===== src/rtl/compact_timer_pkg.sv =====
// constants, register map and field layouts of the compact 10-bit timer
package compact_timer_pkg;
  // register byte offsets on the bus
  localparam logic [7:0] OFF_CTRL0   = 8'h00;
  localparam logic [7:0] OFF_CTRL1   = 8'h04;
  localparam logic [7:0] OFF_CNT_LO  = 8'h08;
  localparam logic [7:0] OFF_CNT_HI  = 8'h0c;
  localparam logic [7:0] OFF_CMPA_LO = 8'h10;
  localparam logic [7:0] OFF_CMPA_HI = 8'h14;
  localparam logic [7:0] OFF_STATUS  = 8'h18;

  // reset values
  localparam logic [7:0] CTRL_RST = 8'h00;
  localparam logic [9:0] CNT_RST  = 10'h000;

  // status bit positions (write one to clear)
  localparam int ST_A_BIT = 0;
  localparam int ST_P_BIT = 1;

  // operating modes
  localparam logic [1:0] MODE_CMP = 2'h0;
  localparam logic [1:0] MODE_PWM = 2'h2;
  localparam logic [1:0] MODE_TC  = 2'h3;

  // pin function codes, compare-match meaning
  localparam logic [1:0] FN_LOW    = 2'h1;
  localparam logic [1:0] FN_HIGH   = 2'h2;
  localparam logic [1:0] FN_TOGGLE = 2'h3;
  // pin function codes, pwm meaning
  localparam logic [1:0] FN_PWM_INACT = 2'h0;
  localparam logic [1:0] FN_PWM_ACT   = 2'h1;
  localparam logic [1:0] FN_PWM_WAVE  = 2'h2;

  // count clock selections
  localparam logic [2:0] CK_SYS4     = 3'h0;
  localparam logic [2:0] CK_SYS      = 3'h1;
  localparam logic [2:0] CK_H16      = 3'h2;
  localparam logic [2:0] CK_H64      = 3'h3;
  localparam logic [2:0] CK_SUB_A    = 3'h4;
  localparam logic [2:0] CK_SUB_B    = 3'h5;
  localparam logic [2:0] CK_EXT_RISE = 3'h6;

  // prescaler terminal counts
  localparam logic [1:0] DIV4_LAST  = 2'h3;
  localparam logic [3:0] DIV16_LAST = 4'hf;
  localparam logic [5:0] DIV64_LAST = 6'h3f;

  // full-range period when the period comparator is zero
  localparam logic [10:0] FULL_SPAN = 11'h400;

  localparam logic [1:0] RESP_OKAY   = 2'h0;
  localparam logic [1:0] RESP_SLVERR = 2'h2;

  typedef struct packed {
    logic       counter_pause;
    logic [2:0] count_clock_select;
    logic       timer_on;
    logic [2:0] period_compare_value;
  } ctrl0_t;

  typedef struct packed {
    logic [1:0] operating_mode_select;
    logic [1:0] output_pin_function;
    logic       output_initial_level;
    logic       output_polarity_invert;
    logic       period_duty_swap;
    logic       counter_clear_select;
  } ctrl1_t;
endpackage


===== src/rtl/compact_timer_pwm_regs.sv =====
// compact 10-bit timer with compare, pwm and counter modes behind an axi4-lite slave
//
// Local design decisions: the AXI4-Lite register port and the placing of the registers.

// How it works
// - pause bit freezes counter, resumes from value
// - 3-bit field selects count clock source
// - counting only while on bit set
// - on bit rising edge clears counter
// - on bit rising edge restores initial pin level outside counter mode
// - period value matches counter bits 9..7
// - zero period value means 1024-count overflow
// - 2-bit field picks compare, pwm, counter
// - compare A match drives pin per function
// - match to current level leaves pin unchanged
// - pwm pin: inactive, active or waveform
// - initial level bit: start level, pwm active
// - polarity bit inverts the output pin
// - swap bit exchanges pwm period and duty
// - clear select: compare A or period match
// - clear select ignored in pwm mode
// - counter mode leaves the pin alone
// - counter readable as low/high byte pair
// - compare A held as low/high byte pair
// - low bytes pass through 8-bit buffer
// - separate flags for compare A, period match
module compact_timer_pwm_regs #(
  parameter int ADDR_W = 8
) (
  input  wire logic              clk_in,
  input  wire logic              reset_in,
  input  wire logic [ADDR_W-1:0] s_axi_awaddr_in,
  input  wire logic              s_axi_awvalid_in,
  output logic                   s_axi_awready_out,
  input  wire logic [31:0]       s_axi_wdata_in,
  input  wire logic [3:0]        s_axi_wstrb_in,
  input  wire logic              s_axi_wvalid_in,
  output logic                   s_axi_wready_out,
  output logic [1:0]             s_axi_bresp_out,
  output logic                   s_axi_bvalid_out,
  input  wire logic              s_axi_bready_in,
  input  wire logic [ADDR_W-1:0] s_axi_araddr_in,
  input  wire logic              s_axi_arvalid_in,
  output logic                   s_axi_arready_out,
  output logic [31:0]            s_axi_rdata_out,
  output logic [1:0]             s_axi_rresp_out,
  output logic                   s_axi_rvalid_out,
  input  wire logic              s_axi_rready_in,
  input  wire logic              sub_clock_tick_in,
  input  wire logic              external_count_input_in,
  output logic                   timer_output_pin_out,
  output logic                   timer_output_inverted_out,
  output logic                   compare_a_flag_out,
  output logic                   period_match_flag_out
);

  compact_timer_pkg::ctrl0_t c0_r;
  compact_timer_pkg::ctrl1_t c1_r;
  logic [9:0]        cnt_r;
  logic [9:0]        cmpa_r;
  logic [7:0]        buf_r;
  logic              on_prev_r;
  logic              ext_prev_r;
  logic [5:0]        presc_r;
  logic              pin_r;
  logic              flag_a_r;
  logic              flag_p_r;
  logic [ADDR_W-1:0] aw_addr_r;
  logic [7:0]        w_data_r;
  logic              w_lane_r;
  logic              aw_have_r;
  logic              w_have_r;

  // only aligned words at the listed offsets answer OKAY
  function automatic logic is_mapped(input logic [ADDR_W-1:0] a);
    logic [7:0] o;
    o = a[7:0];
    is_mapped = ((a >> 8) == '0) &&
      (o == compact_timer_pkg::OFF_CTRL0 || o == compact_timer_pkg::OFF_CTRL1 ||
       o == compact_timer_pkg::OFF_CNT_LO || o == compact_timer_pkg::OFF_CNT_HI ||
       o == compact_timer_pkg::OFF_CMPA_LO || o == compact_timer_pkg::OFF_CMPA_HI ||
       o == compact_timer_pkg::OFF_STATUS);
  endfunction

  // bus handshakes
  logic aw_fire, w_fire, ar_fire, wr_go, b_fire, r_fire;
  assign aw_fire = s_axi_awvalid_in && s_axi_awready_out;
  assign w_fire  = s_axi_wvalid_in && s_axi_wready_out;
  assign ar_fire = s_axi_arvalid_in && s_axi_arready_out;
  assign wr_go   = aw_have_r && w_have_r && !s_axi_bvalid_out;
  assign b_fire  = s_axi_bvalid_out && s_axi_bready_in;
  assign r_fire  = s_axi_rvalid_out && s_axi_rready_in;

  // register writes, only byte lane 0 carries data
  logic wr_en;
  logic [7:0] wr_off;
  assign wr_en  = wr_go && w_lane_r && is_mapped(aw_addr_r);
  assign wr_off = aw_addr_r[7:0];

  // timer state shorthands
  logic on_rise, is_pwm, tick, cnt_step, use_a_clr, p_zero;
  logic [10:0] inc, prd_span, duty_val;
  logic p_hit, a_hit, ovf, clr, a_evt, p_evt, pwm_act;
  assign on_rise = c0_r.timer_on && !on_prev_r;
  assign is_pwm  = c1_r.operating_mode_select == compact_timer_pkg::MODE_PWM;
  assign p_zero  = c0_r.period_compare_value == 3'h0;
  assign inc     = {1'b0, cnt_r} + 11'h001;
  assign ovf     = inc[10];
  assign p_hit   = !p_zero && inc[9:0] == {c0_r.period_compare_value, 7'h00};
  assign a_hit   = cmpa_r != 10'h000 && inc[9:0] == cmpa_r;
  assign use_a_clr = is_pwm ? c1_r.period_duty_swap : c1_r.counter_clear_select;
  assign clr     = ovf || (use_a_clr ? a_hit : p_hit);
  assign cnt_step = c0_r.timer_on && !c0_r.counter_pause && tick && !on_rise;
  assign a_evt   = cnt_step && a_hit;
  // no period flag when compare A clears outside pwm mode
  assign p_evt   = cnt_step && (p_hit || (p_zero && ovf)) &&
                   (is_pwm || !c1_r.counter_clear_select);
  assign prd_span = p_zero ? compact_timer_pkg::FULL_SPAN
                           : {1'b0, c0_r.period_compare_value, 7'h00};
  // duty at or beyond the period gives a constant active level
  assign duty_val = c1_r.period_duty_swap ? prd_span : {1'b0, cmpa_r};
  assign pwm_act  = {1'b0, cnt_r} < duty_val;

  // count clock selection; fH is taken as the system clock here
  always_comb begin
    case (c0_r.count_clock_select)
      compact_timer_pkg::CK_SYS4:     tick = presc_r[1:0] == compact_timer_pkg::DIV4_LAST;
      compact_timer_pkg::CK_SYS:      tick = 1'b1;
      compact_timer_pkg::CK_H16:      tick = presc_r[3:0] == compact_timer_pkg::DIV16_LAST;
      compact_timer_pkg::CK_H64:      tick = presc_r == compact_timer_pkg::DIV64_LAST;
      compact_timer_pkg::CK_SUB_A,
      compact_timer_pkg::CK_SUB_B:    tick = sub_clock_tick_in;
      compact_timer_pkg::CK_EXT_RISE: tick = external_count_input_in && !ext_prev_r;
      default:                        tick = !external_count_input_in && ext_prev_r;
    endcase
  end

  // free prescaler and edge history; prescaler free-runs so pause keeps phase
  always_ff @(posedge clk_in) begin
    if (reset_in) begin
      presc_r    <= 6'h00;
      ext_prev_r <= 1'b0;
      on_prev_r  <= 1'b0;
    end else begin
      presc_r    <= presc_r + 6'h01;
      ext_prev_r <= external_count_input_in;
      on_prev_r  <= c0_r.timer_on;
    end
  end

  // the 10-bit up counter
  always_ff @(posedge clk_in) begin
    if (reset_in) begin
      cnt_r <= compact_timer_pkg::CNT_RST;
    end else if (on_rise) begin
      cnt_r <= compact_timer_pkg::CNT_RST;
    end else if (cnt_step) begin
      cnt_r <= clr ? compact_timer_pkg::CNT_RST : inc[9:0];
    end
  end

  // output pin state before polarity
  always_ff @(posedge clk_in) begin
    if (reset_in) begin
      pin_r <= 1'b0;
    end else if (on_rise &&
                 c1_r.operating_mode_select != compact_timer_pkg::MODE_TC) begin
      pin_r <= c1_r.output_initial_level;
    end else if (is_pwm) begin
      case (c1_r.output_pin_function)
        compact_timer_pkg::FN_PWM_INACT: pin_r <= !c1_r.output_initial_level;
        compact_timer_pkg::FN_PWM_ACT:   pin_r <= c1_r.output_initial_level;
        compact_timer_pkg::FN_PWM_WAVE:
          pin_r <= pwm_act ? c1_r.output_initial_level : !c1_r.output_initial_level;
        default:                         pin_r <= pin_r;
      endcase
    end else if (c1_r.operating_mode_select == compact_timer_pkg::MODE_CMP && a_evt) begin
      // forcing the held level is naturally a no-change
      case (c1_r.output_pin_function)
        compact_timer_pkg::FN_LOW:    pin_r <= 1'b0;
        compact_timer_pkg::FN_HIGH:   pin_r <= 1'b1;
        compact_timer_pkg::FN_TOGGLE: pin_r <= !pin_r;
        default:                      pin_r <= pin_r;
      endcase
    end
  end

  // pin pair; counter mode freezes them so the pin is free for other use
  always_ff @(posedge clk_in) begin
    if (reset_in) begin
      timer_output_pin_out      <= 1'b0;
      timer_output_inverted_out <= 1'b1;
    end else if (c1_r.operating_mode_select != compact_timer_pkg::MODE_TC) begin
      timer_output_pin_out      <= pin_r ^ c1_r.output_polarity_invert;
      timer_output_inverted_out <= !(pin_r ^ c1_r.output_polarity_invert);
    end
  end

  // sticky match flags, a new event beats a same-cycle clear
  always_ff @(posedge clk_in) begin
    if (reset_in) begin
      flag_a_r <= 1'b0;
      flag_p_r <= 1'b0;
    end else begin
      flag_a_r <= (flag_a_r && !(wr_en && wr_off == compact_timer_pkg::OFF_STATUS &&
                   w_data_r[compact_timer_pkg::ST_A_BIT])) || a_evt;
      flag_p_r <= (flag_p_r && !(wr_en && wr_off == compact_timer_pkg::OFF_STATUS &&
                   w_data_r[compact_timer_pkg::ST_P_BIT])) || p_evt;
    end
  end
  assign compare_a_flag_out    = flag_a_r;
  assign period_match_flag_out = flag_p_r;

  // control registers; mode and pin function are not guarded in hardware
  always_ff @(posedge clk_in) begin
    if (reset_in) begin
      c0_r <= compact_timer_pkg::CTRL_RST;
      c1_r <= compact_timer_pkg::CTRL_RST;
    end else if (wr_en) begin
      if (wr_off == compact_timer_pkg::OFF_CTRL0) c0_r <= w_data_r;
      if (wr_off == compact_timer_pkg::OFF_CTRL1) c1_r <= w_data_r;
    end
  end

  // compare A pair and shared low-byte buffer
  always_ff @(posedge clk_in) begin
    if (reset_in) begin
      cmpa_r <= 10'h000;
      buf_r  <= 8'h00;
    end else if (wr_en && wr_off == compact_timer_pkg::OFF_CMPA_LO) begin
      buf_r <= w_data_r;
    end else if (wr_en && wr_off == compact_timer_pkg::OFF_CMPA_HI) begin
      cmpa_r <= {w_data_r[1:0], buf_r};
    end else if (ar_fire && s_axi_araddr_in[7:0] == compact_timer_pkg::OFF_CNT_HI) begin
      buf_r <= cnt_r[7:0];
    end else if (ar_fire && s_axi_araddr_in[7:0] == compact_timer_pkg::OFF_CMPA_HI) begin
      buf_r <= cmpa_r[7:0];
    end
  end

  // write channel: address and data taken in either order
  always_ff @(posedge clk_in) begin
    if (reset_in) begin
      s_axi_awready_out <= 1'b1;
      s_axi_wready_out  <= 1'b1;
      aw_have_r         <= 1'b0;
      w_have_r          <= 1'b0;
      aw_addr_r         <= '0;
      w_data_r          <= 8'h00;
      w_lane_r          <= 1'b0;
      s_axi_bvalid_out  <= 1'b0;
      s_axi_bresp_out   <= compact_timer_pkg::RESP_OKAY;
    end else begin
      if (aw_fire) begin
        aw_addr_r         <= s_axi_awaddr_in;
        aw_have_r         <= 1'b1;
        s_axi_awready_out <= 1'b0;
      end
      if (w_fire) begin
        w_data_r         <= s_axi_wdata_in[7:0];
        w_lane_r         <= s_axi_wstrb_in[0];
        w_have_r         <= 1'b1;
        s_axi_wready_out <= 1'b0;
      end
      if (wr_go) begin
        s_axi_bvalid_out <= 1'b1;
        s_axi_bresp_out  <= is_mapped(aw_addr_r) ? compact_timer_pkg::RESP_OKAY
                                                 : compact_timer_pkg::RESP_SLVERR;
        aw_have_r        <= 1'b0;
        w_have_r         <= 1'b0;
      end
      if (b_fire) begin
        s_axi_bvalid_out  <= 1'b0;
        s_axi_awready_out <= 1'b1;
        s_axi_wready_out  <= 1'b1;
      end
    end
  end

  // read channel; upper bits of narrow registers read as zero
  always_ff @(posedge clk_in) begin
    if (reset_in) begin
      s_axi_arready_out <= 1'b1;
      s_axi_rvalid_out  <= 1'b0;
      s_axi_rdata_out   <= 32'h0000_0000;
      s_axi_rresp_out   <= compact_timer_pkg::RESP_OKAY;
    end else if (ar_fire) begin
      s_axi_arready_out <= 1'b0;
      s_axi_rvalid_out  <= 1'b1;
      s_axi_rresp_out   <= is_mapped(s_axi_araddr_in) ? compact_timer_pkg::RESP_OKAY
                                                      : compact_timer_pkg::RESP_SLVERR;
      case (s_axi_araddr_in[7:0])
        compact_timer_pkg::OFF_CTRL0:   s_axi_rdata_out <= {24'h0, c0_r};
        compact_timer_pkg::OFF_CTRL1:   s_axi_rdata_out <= {24'h0, c1_r};
        compact_timer_pkg::OFF_CNT_LO,
        compact_timer_pkg::OFF_CMPA_LO: s_axi_rdata_out <= {24'h0, buf_r};
        compact_timer_pkg::OFF_CNT_HI:  s_axi_rdata_out <= {30'h0, cnt_r[9:8]};
        compact_timer_pkg::OFF_CMPA_HI: s_axi_rdata_out <= {30'h0, cmpa_r[9:8]};
        compact_timer_pkg::OFF_STATUS:  s_axi_rdata_out <= {30'h0, flag_p_r, flag_a_r};
        default:                        s_axi_rdata_out <= 32'h0000_0000;
      endcase
    end else if (r_fire) begin
      s_axi_rvalid_out  <= 1'b0;
      s_axi_arready_out <= 1'b1;
    end
  end

  // checks on the counter, pin and flags
  chk_pause_hold: assert property (@(posedge clk_in) disable iff (reset_in)
    c0_r.timer_on && on_prev_r && c0_r.counter_pause |=> cnt_r == $past(cnt_r))
    else $error("counter moved while paused");
  chk_off_hold: assert property (@(posedge clk_in) disable iff (reset_in)
    !c0_r.timer_on |=> cnt_r == $past(cnt_r))
    else $error("counter moved while off");
  chk_on_clear: assert property (@(posedge clk_in) disable iff (reset_in)
    on_rise |=> cnt_r == 10'h000)
    else $error("counter not cleared on enable");
  chk_pin_initial: assert property (@(posedge clk_in) disable iff (reset_in)
    on_rise && c1_r.operating_mode_select == compact_timer_pkg::MODE_CMP
    |=> pin_r == $past(c1_r.output_initial_level) ##1
        timer_output_pin_out == ($past(pin_r) ^ $past(c1_r.output_polarity_invert)))
    else $error("pin not restored to initial level");
  chk_period_clear: assert property (@(posedge clk_in) disable iff (reset_in)
    cnt_step && !is_pwm && !c1_r.counter_clear_select && !p_zero &&
    cnt_r + 10'h001 == {c0_r.period_compare_value, 7'h00} |=> cnt_r == 10'h000 && flag_p_r)
    else $error("period match did not clear");
  chk_wrap: assert property (@(posedge clk_in) disable iff (reset_in)
    cnt_step && cnt_r == 10'h3ff |=> cnt_r == 10'h000)
    else $error("counter did not wrap");
  chk_increment: assert property (@(posedge clk_in) disable iff (reset_in)
    cnt_step && !clr |=> cnt_r == $past(cnt_r) + 10'h001)
    else $error("counter did not step by one");
  chk_pwm_force: assert property (@(posedge clk_in) disable iff (reset_in)
    is_pwm && !on_rise && c1_r.output_pin_function == compact_timer_pkg::FN_PWM_INACT
    |=> pin_r == !$past(c1_r.output_initial_level))
    else $error("pwm inactive force wrong");
  chk_pin_pair: assert property (@(posedge clk_in) disable iff (reset_in)
    timer_output_inverted_out == !timer_output_pin_out)
    else $error("output pair not complementary");
  chk_a_flag: assert property (@(posedge clk_in) disable iff (reset_in)
    a_evt |=> compare_a_flag_out)
    else $error("compare A flag not raised");
  chk_hi_latch: assert property (@(posedge clk_in) disable iff (reset_in)
    ar_fire && s_axi_araddr_in[7:0] == compact_timer_pkg::OFF_CNT_HI
    |=> buf_r == $past(cnt_r[7:0]) && s_axi_rdata_out[9:0] == 10'h000 + $past(cnt_r[9:8]))
    else $error("high read did not latch low byte");

  // checks on clearing, flag rules, the pwm active force and the frozen pin in counter mode
  chk_tc_freeze: assert property (@(posedge clk_in) disable iff (reset_in)
    c1_r.operating_mode_select == compact_timer_pkg::MODE_TC
    |=> $stable(timer_output_pin_out))
    else $error("pin moved in counter mode");
  chk_a_clear: assert property (@(posedge clk_in) disable iff (reset_in)
    cnt_step && !is_pwm && c1_r.counter_clear_select && a_hit
    |=> cnt_r == 10'h000 && flag_a_r)
    else $error("compare A match did not clear");
  chk_no_p_flag: assert property (@(posedge clk_in) disable iff (reset_in)
    !is_pwm && c1_r.counter_clear_select && !flag_p_r |=> !flag_p_r)
    else $error("period flag set with compare A clearing");
  chk_ovf_flag: assert property (@(posedge clk_in) disable iff (reset_in)
    cnt_step && p_zero && !c1_r.counter_clear_select && cnt_r == 10'h3ff
    |=> flag_p_r)
    else $error("overflow did not flag");
  chk_flag_clear: assert property (@(posedge clk_in) disable iff (reset_in)
    wr_en && wr_off == compact_timer_pkg::OFF_STATUS &&
    w_data_r[compact_timer_pkg::ST_A_BIT] && !a_evt |=> !flag_a_r)
    else $error("compare A flag not cleared");
  chk_pwm_active: assert property (@(posedge clk_in) disable iff (reset_in)
    is_pwm && !on_rise && c1_r.output_pin_function == compact_timer_pkg::FN_PWM_ACT
    |=> pin_r == $past(c1_r.output_initial_level))
    else $error("pwm active force wrong");

endmodule


===== config.mk =====
export PLATFORM = sky130hd
export DESIGN_NAME = compact_timer_pwm_regs
export DESIGN_NICKNAME = d
export VERILOG_FILES = /design/src/rtl/compact_timer_pkg.sv /design/src/rtl/compact_timer_pwm_regs.sv
export SDC_FILE = /design/constraint.sdc
export NUM_CORES = 1
export LEC_CHECK = 0
export BUFFER_PORTS_ARGS = -buffer_cell sky130_fd_sc_hd__buf_2
export CAP_MARGIN = 20
export CORE_MARGIN = 2
export CORE_UTILIZATION = 35
export CTS_BUF_LIST = sky130_fd_sc_hd__clkbuf_4 sky130_fd_sc_hd__clkbuf_8 sky130_fd_sc_hd__clkbuf_16
export CTS_CLUSTER_SIZE = 40
export DETAILED_ROUTE_END_ITERATION = 8
export GPL_ROUTABILITY_DRIVEN = 0
export PLACE_DENSITY = 0.54
export SETUP_SLACK_MARGIN = 0.15
export SYNTH_ARGS = -nofsm -noshare
export SYNTH_HDL_FRONTEND = slang
export SYNTH_SLANG_ARGS = --single-unit

===== constraint.sdc =====
create_clock -name clk_in -period 3.05 [get_ports clk_in]
set_input_delay 0.1525 -clock clk_in [delete_from_list [all_inputs] [get_ports clk_in]]
set_output_delay 0.1525 -clock clk_in [all_outputs]
set_load 0.03 [all_outputs]

==> results.cfg <==
[run_status]
status = finished clean

[floorplanning]
io_pins = 106
core_area_um2 = 14600
die_w_um = 127
dieHeight_um = 127
initial_utilization = 0.361
die_area_um2 = 16000
rows = 44

[setup_path]
cp-end-kind = register
r2r_slack_ns = 0.36
start_kind = register
required_ns = 3.28
arrival_ns = 2.92
crit_type = reg -> reg
critPathMaxFanout = 11

[routing]
ant_nets = 0
dr.first_iter.drc_count = 303
num_vias = 4625
drcViolationCount = 0
vias_per_cell = 5.32
wl_per_cell_um = 15.3
wl_mm = 13.3
firstDrtPassIters = 5

[power]
powerDensity_nw_per_um2 = 454
cell_internal_pwr_w = 0.00200
combPwrFrac = 0.073
power_w = 0.00269
ir_drop_mv = 0.292
p_seq_frac = 0.464
pwr-share-clk = 0.463
p_switching_w = 0.000683
netSwitchingFraction = 0.254
power_leakage_nw = 2.33

[sta]
final.setup.worst_slack_ns = 0.359
setup_tns_ns = 0
setup_viol = 0
fin_crit_ns = 2.69
finalMaxSlewViolations = 0
final_hold_viol_count = 0
slew_headroom = 0.365
tightest_slew_ns = 0.949
rsz0062_at_grt = false
fmax_mhz = 372
fin_crit_sh = 0.882
skew_ns = 0.00632

[synth]
yosys_warnings = 0
avgSynthCellArea_um2 = 8.16
postSynth.asyncResetShare = 0
ys.flop_type = dfxtp_1
ys_ff_latch = 91
synth_cell_types = 69
synth-seq-area-share = 0.346
synth-edff-count = 0
netlist_area_um2 = 5270
syn_inst = 645

[placement]
placed_area_um2 = 5590
port_buffers = 52
hpwl_mm = 9.75
dp_slack_ns = 0.216

[global_route]
antenna_found_initial = 0
grt_pass1_vias = 4474
overflow = 0
grtUsageTotal = 0.170
grt_pass1_wl_mm = 22.3
grt_max_degree = 80

[cts]
insertion_delay_ns = 0.35
path_clk_slew_ns = 0.07
htree_levels = 3
clock-sinks = 91
cts_buffers = 9
cts_tree = done
cts_root_buf = clkbuf_16
clock_path_buffers = 2

[layout]
final_area_um2 = 5920
n_antenna_cell = 0
nets = 758
fillers = 1438
drive_gt1_frac = 0.166
syn2layout_area_growth_pct = 12.5

[run]
drv_cap = 0

[hold_path]
holdCritPathClass = in -> reg
-- worst max-delay path: stages, from the launching register on --
cell and delay [ns]:
dfxtp_2 0.45, ha_1 0.33, and3_1 0.29, nand3_1 0.15, a211o_1 0.34, nor4_2 0.21
nand4b_1 0.22, o31ai_2 0.23, mux2_2 0.36
-- Yosys cell counts, types with 9 or more instances --
cell type | count | area (um^2)
a21oi_1 | 54 | 270
a22oi_1 | 14 | 105
buf_2 | 11 | 55.1
buf_4 | 27 | 203
clkbuf_1 | 23 | 86.3
dfxtp_1 | 91 | 1820
ha_1 | 16 | 200
mux2_2 | 10 | 113
mux2i_1 | 30 | 300
nand2_1 | 87 | 327
nand2b_1 | 12 | 75.1
nand3_1 | 32 | 160
nor2_1 | 61 | 229
nor3_1 | 14 | 70.1
nor4_1 | 9 | 56.3
o21ai_0 | 18 | 90.1
xnor2_1 | 14 | 123
xor2_1 | 10 | 87.6
-- area by class of cell --
type,count,area (um^2),area share
clock inverter,7,105,0.0177
inverter,8,30.0,0.00507
clock buffer,9,225,0.0380
tap,184,230,0.0389
multi-input combinational,504,3140,0.530
timing repair buffer,67,373,0.0629
sequential,91,1820,0.308
-- cells by family after synthesis --
family | Yosys count | share of synthesized area
multiplexers | 41 | 0.0827
adder cells (fa/ha/maj) | 16 | 0.0380
flip-flops | 91 | 0.346
XOR/XNOR | 24 | 0.0399
buffers and inverters | 75 | 0.0772
AND/OR/NAND/NOR | 271 | 0.260
AO/OA/AOI/OAI | 126 | 0.155
other | 1 | 0.000712
-- sequential cells by signal (all words and copies together) (netlist names), 6 cells and up --
register and flops:
presc_r 6, c0_r 8, s_axi_rdata_out 8, aw_addr_r 8, cnt_r 10, c1_r 8, cmpa_r 10, buf_r 8
w_data_r 8
-- stage by stage --
| step | std cells | util | hold slack (ns) |
|---|---|---|---|
| finish | 870 | 0.406 | 0.0181 |
| detailed placement | 854 | 0.383 | 0.378 |
| CTS | 870 | 0.406 | 0.00605 |
| global route | 870 | 0.406 | 0.0320 |
| floorplan | 670 | - | 0.253 |
| global placement | 854 | 0.383 | 0.361 |
-- path summary, 6_finish.rpt --
path | from | to | depth (start not counted)
worst max register to register | cnt_r[1] | pin_r | 8
worst min-delay path | s_axi_wvalid_in | s_axi_wready_out | 2
worst max-delay path | cnt_r[1] | pin_r | 8
worst min register to register | presc_r[0] | presc_r[0] | 1
-- power by group through the flow --
stage	clock, W	combinational (W)	sequential, W
2_1_floorplan	0	0.000163	0.00128
3_3_place_gp	0	0.000194	0.00127
3_5_place_dp	0	0.000198	0.00127
4_1_cts	0.00128	0.000198	0.00125
5_1_grt	0.00132	0.000219	0.00125
6_report	0.00124	0.000196	0.00125
-- cells in the final DEF (no fill, tap or decap), drive strengths merged, types with 3 or more instances in the layout --
cell type	count
xnor2	14
xor2	10
o21ai	18
a211o	3
nor2b	8
a21oi	54
nand4	5
ha	16
nor2	62
buf	67
nor3	16
and3	9
nand3	33
a22oi	14
mux2	10
a221oi	4
or4	3
conb	26
nand4b	6
a21o	3
mux2i	30
dfxtp	91
clkbuf	9
nand2b	12
nand2	87
o21a	3
and2	6
a211oi	6
nor4b	6
inv	12
nor4	12
-- layer usage --
layer | GRT usage | share of wire | up-vias
met5 | 0 | 0 | -
met4 | 0.0608 | 0.014 | 0
met3 | 0.0257 | 0.043 | 17
met2 | 0.282 | 0.48 | 113
met1 | 0.224 | 0.46 | 2183
li1 | - | - | 2312
-- timing repair --
action / in CTS / in global routing
hold buffers: 0 / 0
setup buffers: 0 / 0
setup endpoints to repair: 0 / 4
gates resized for setup: 0 / 1
No activity file was read; power rests on OpenSTA's default activity.
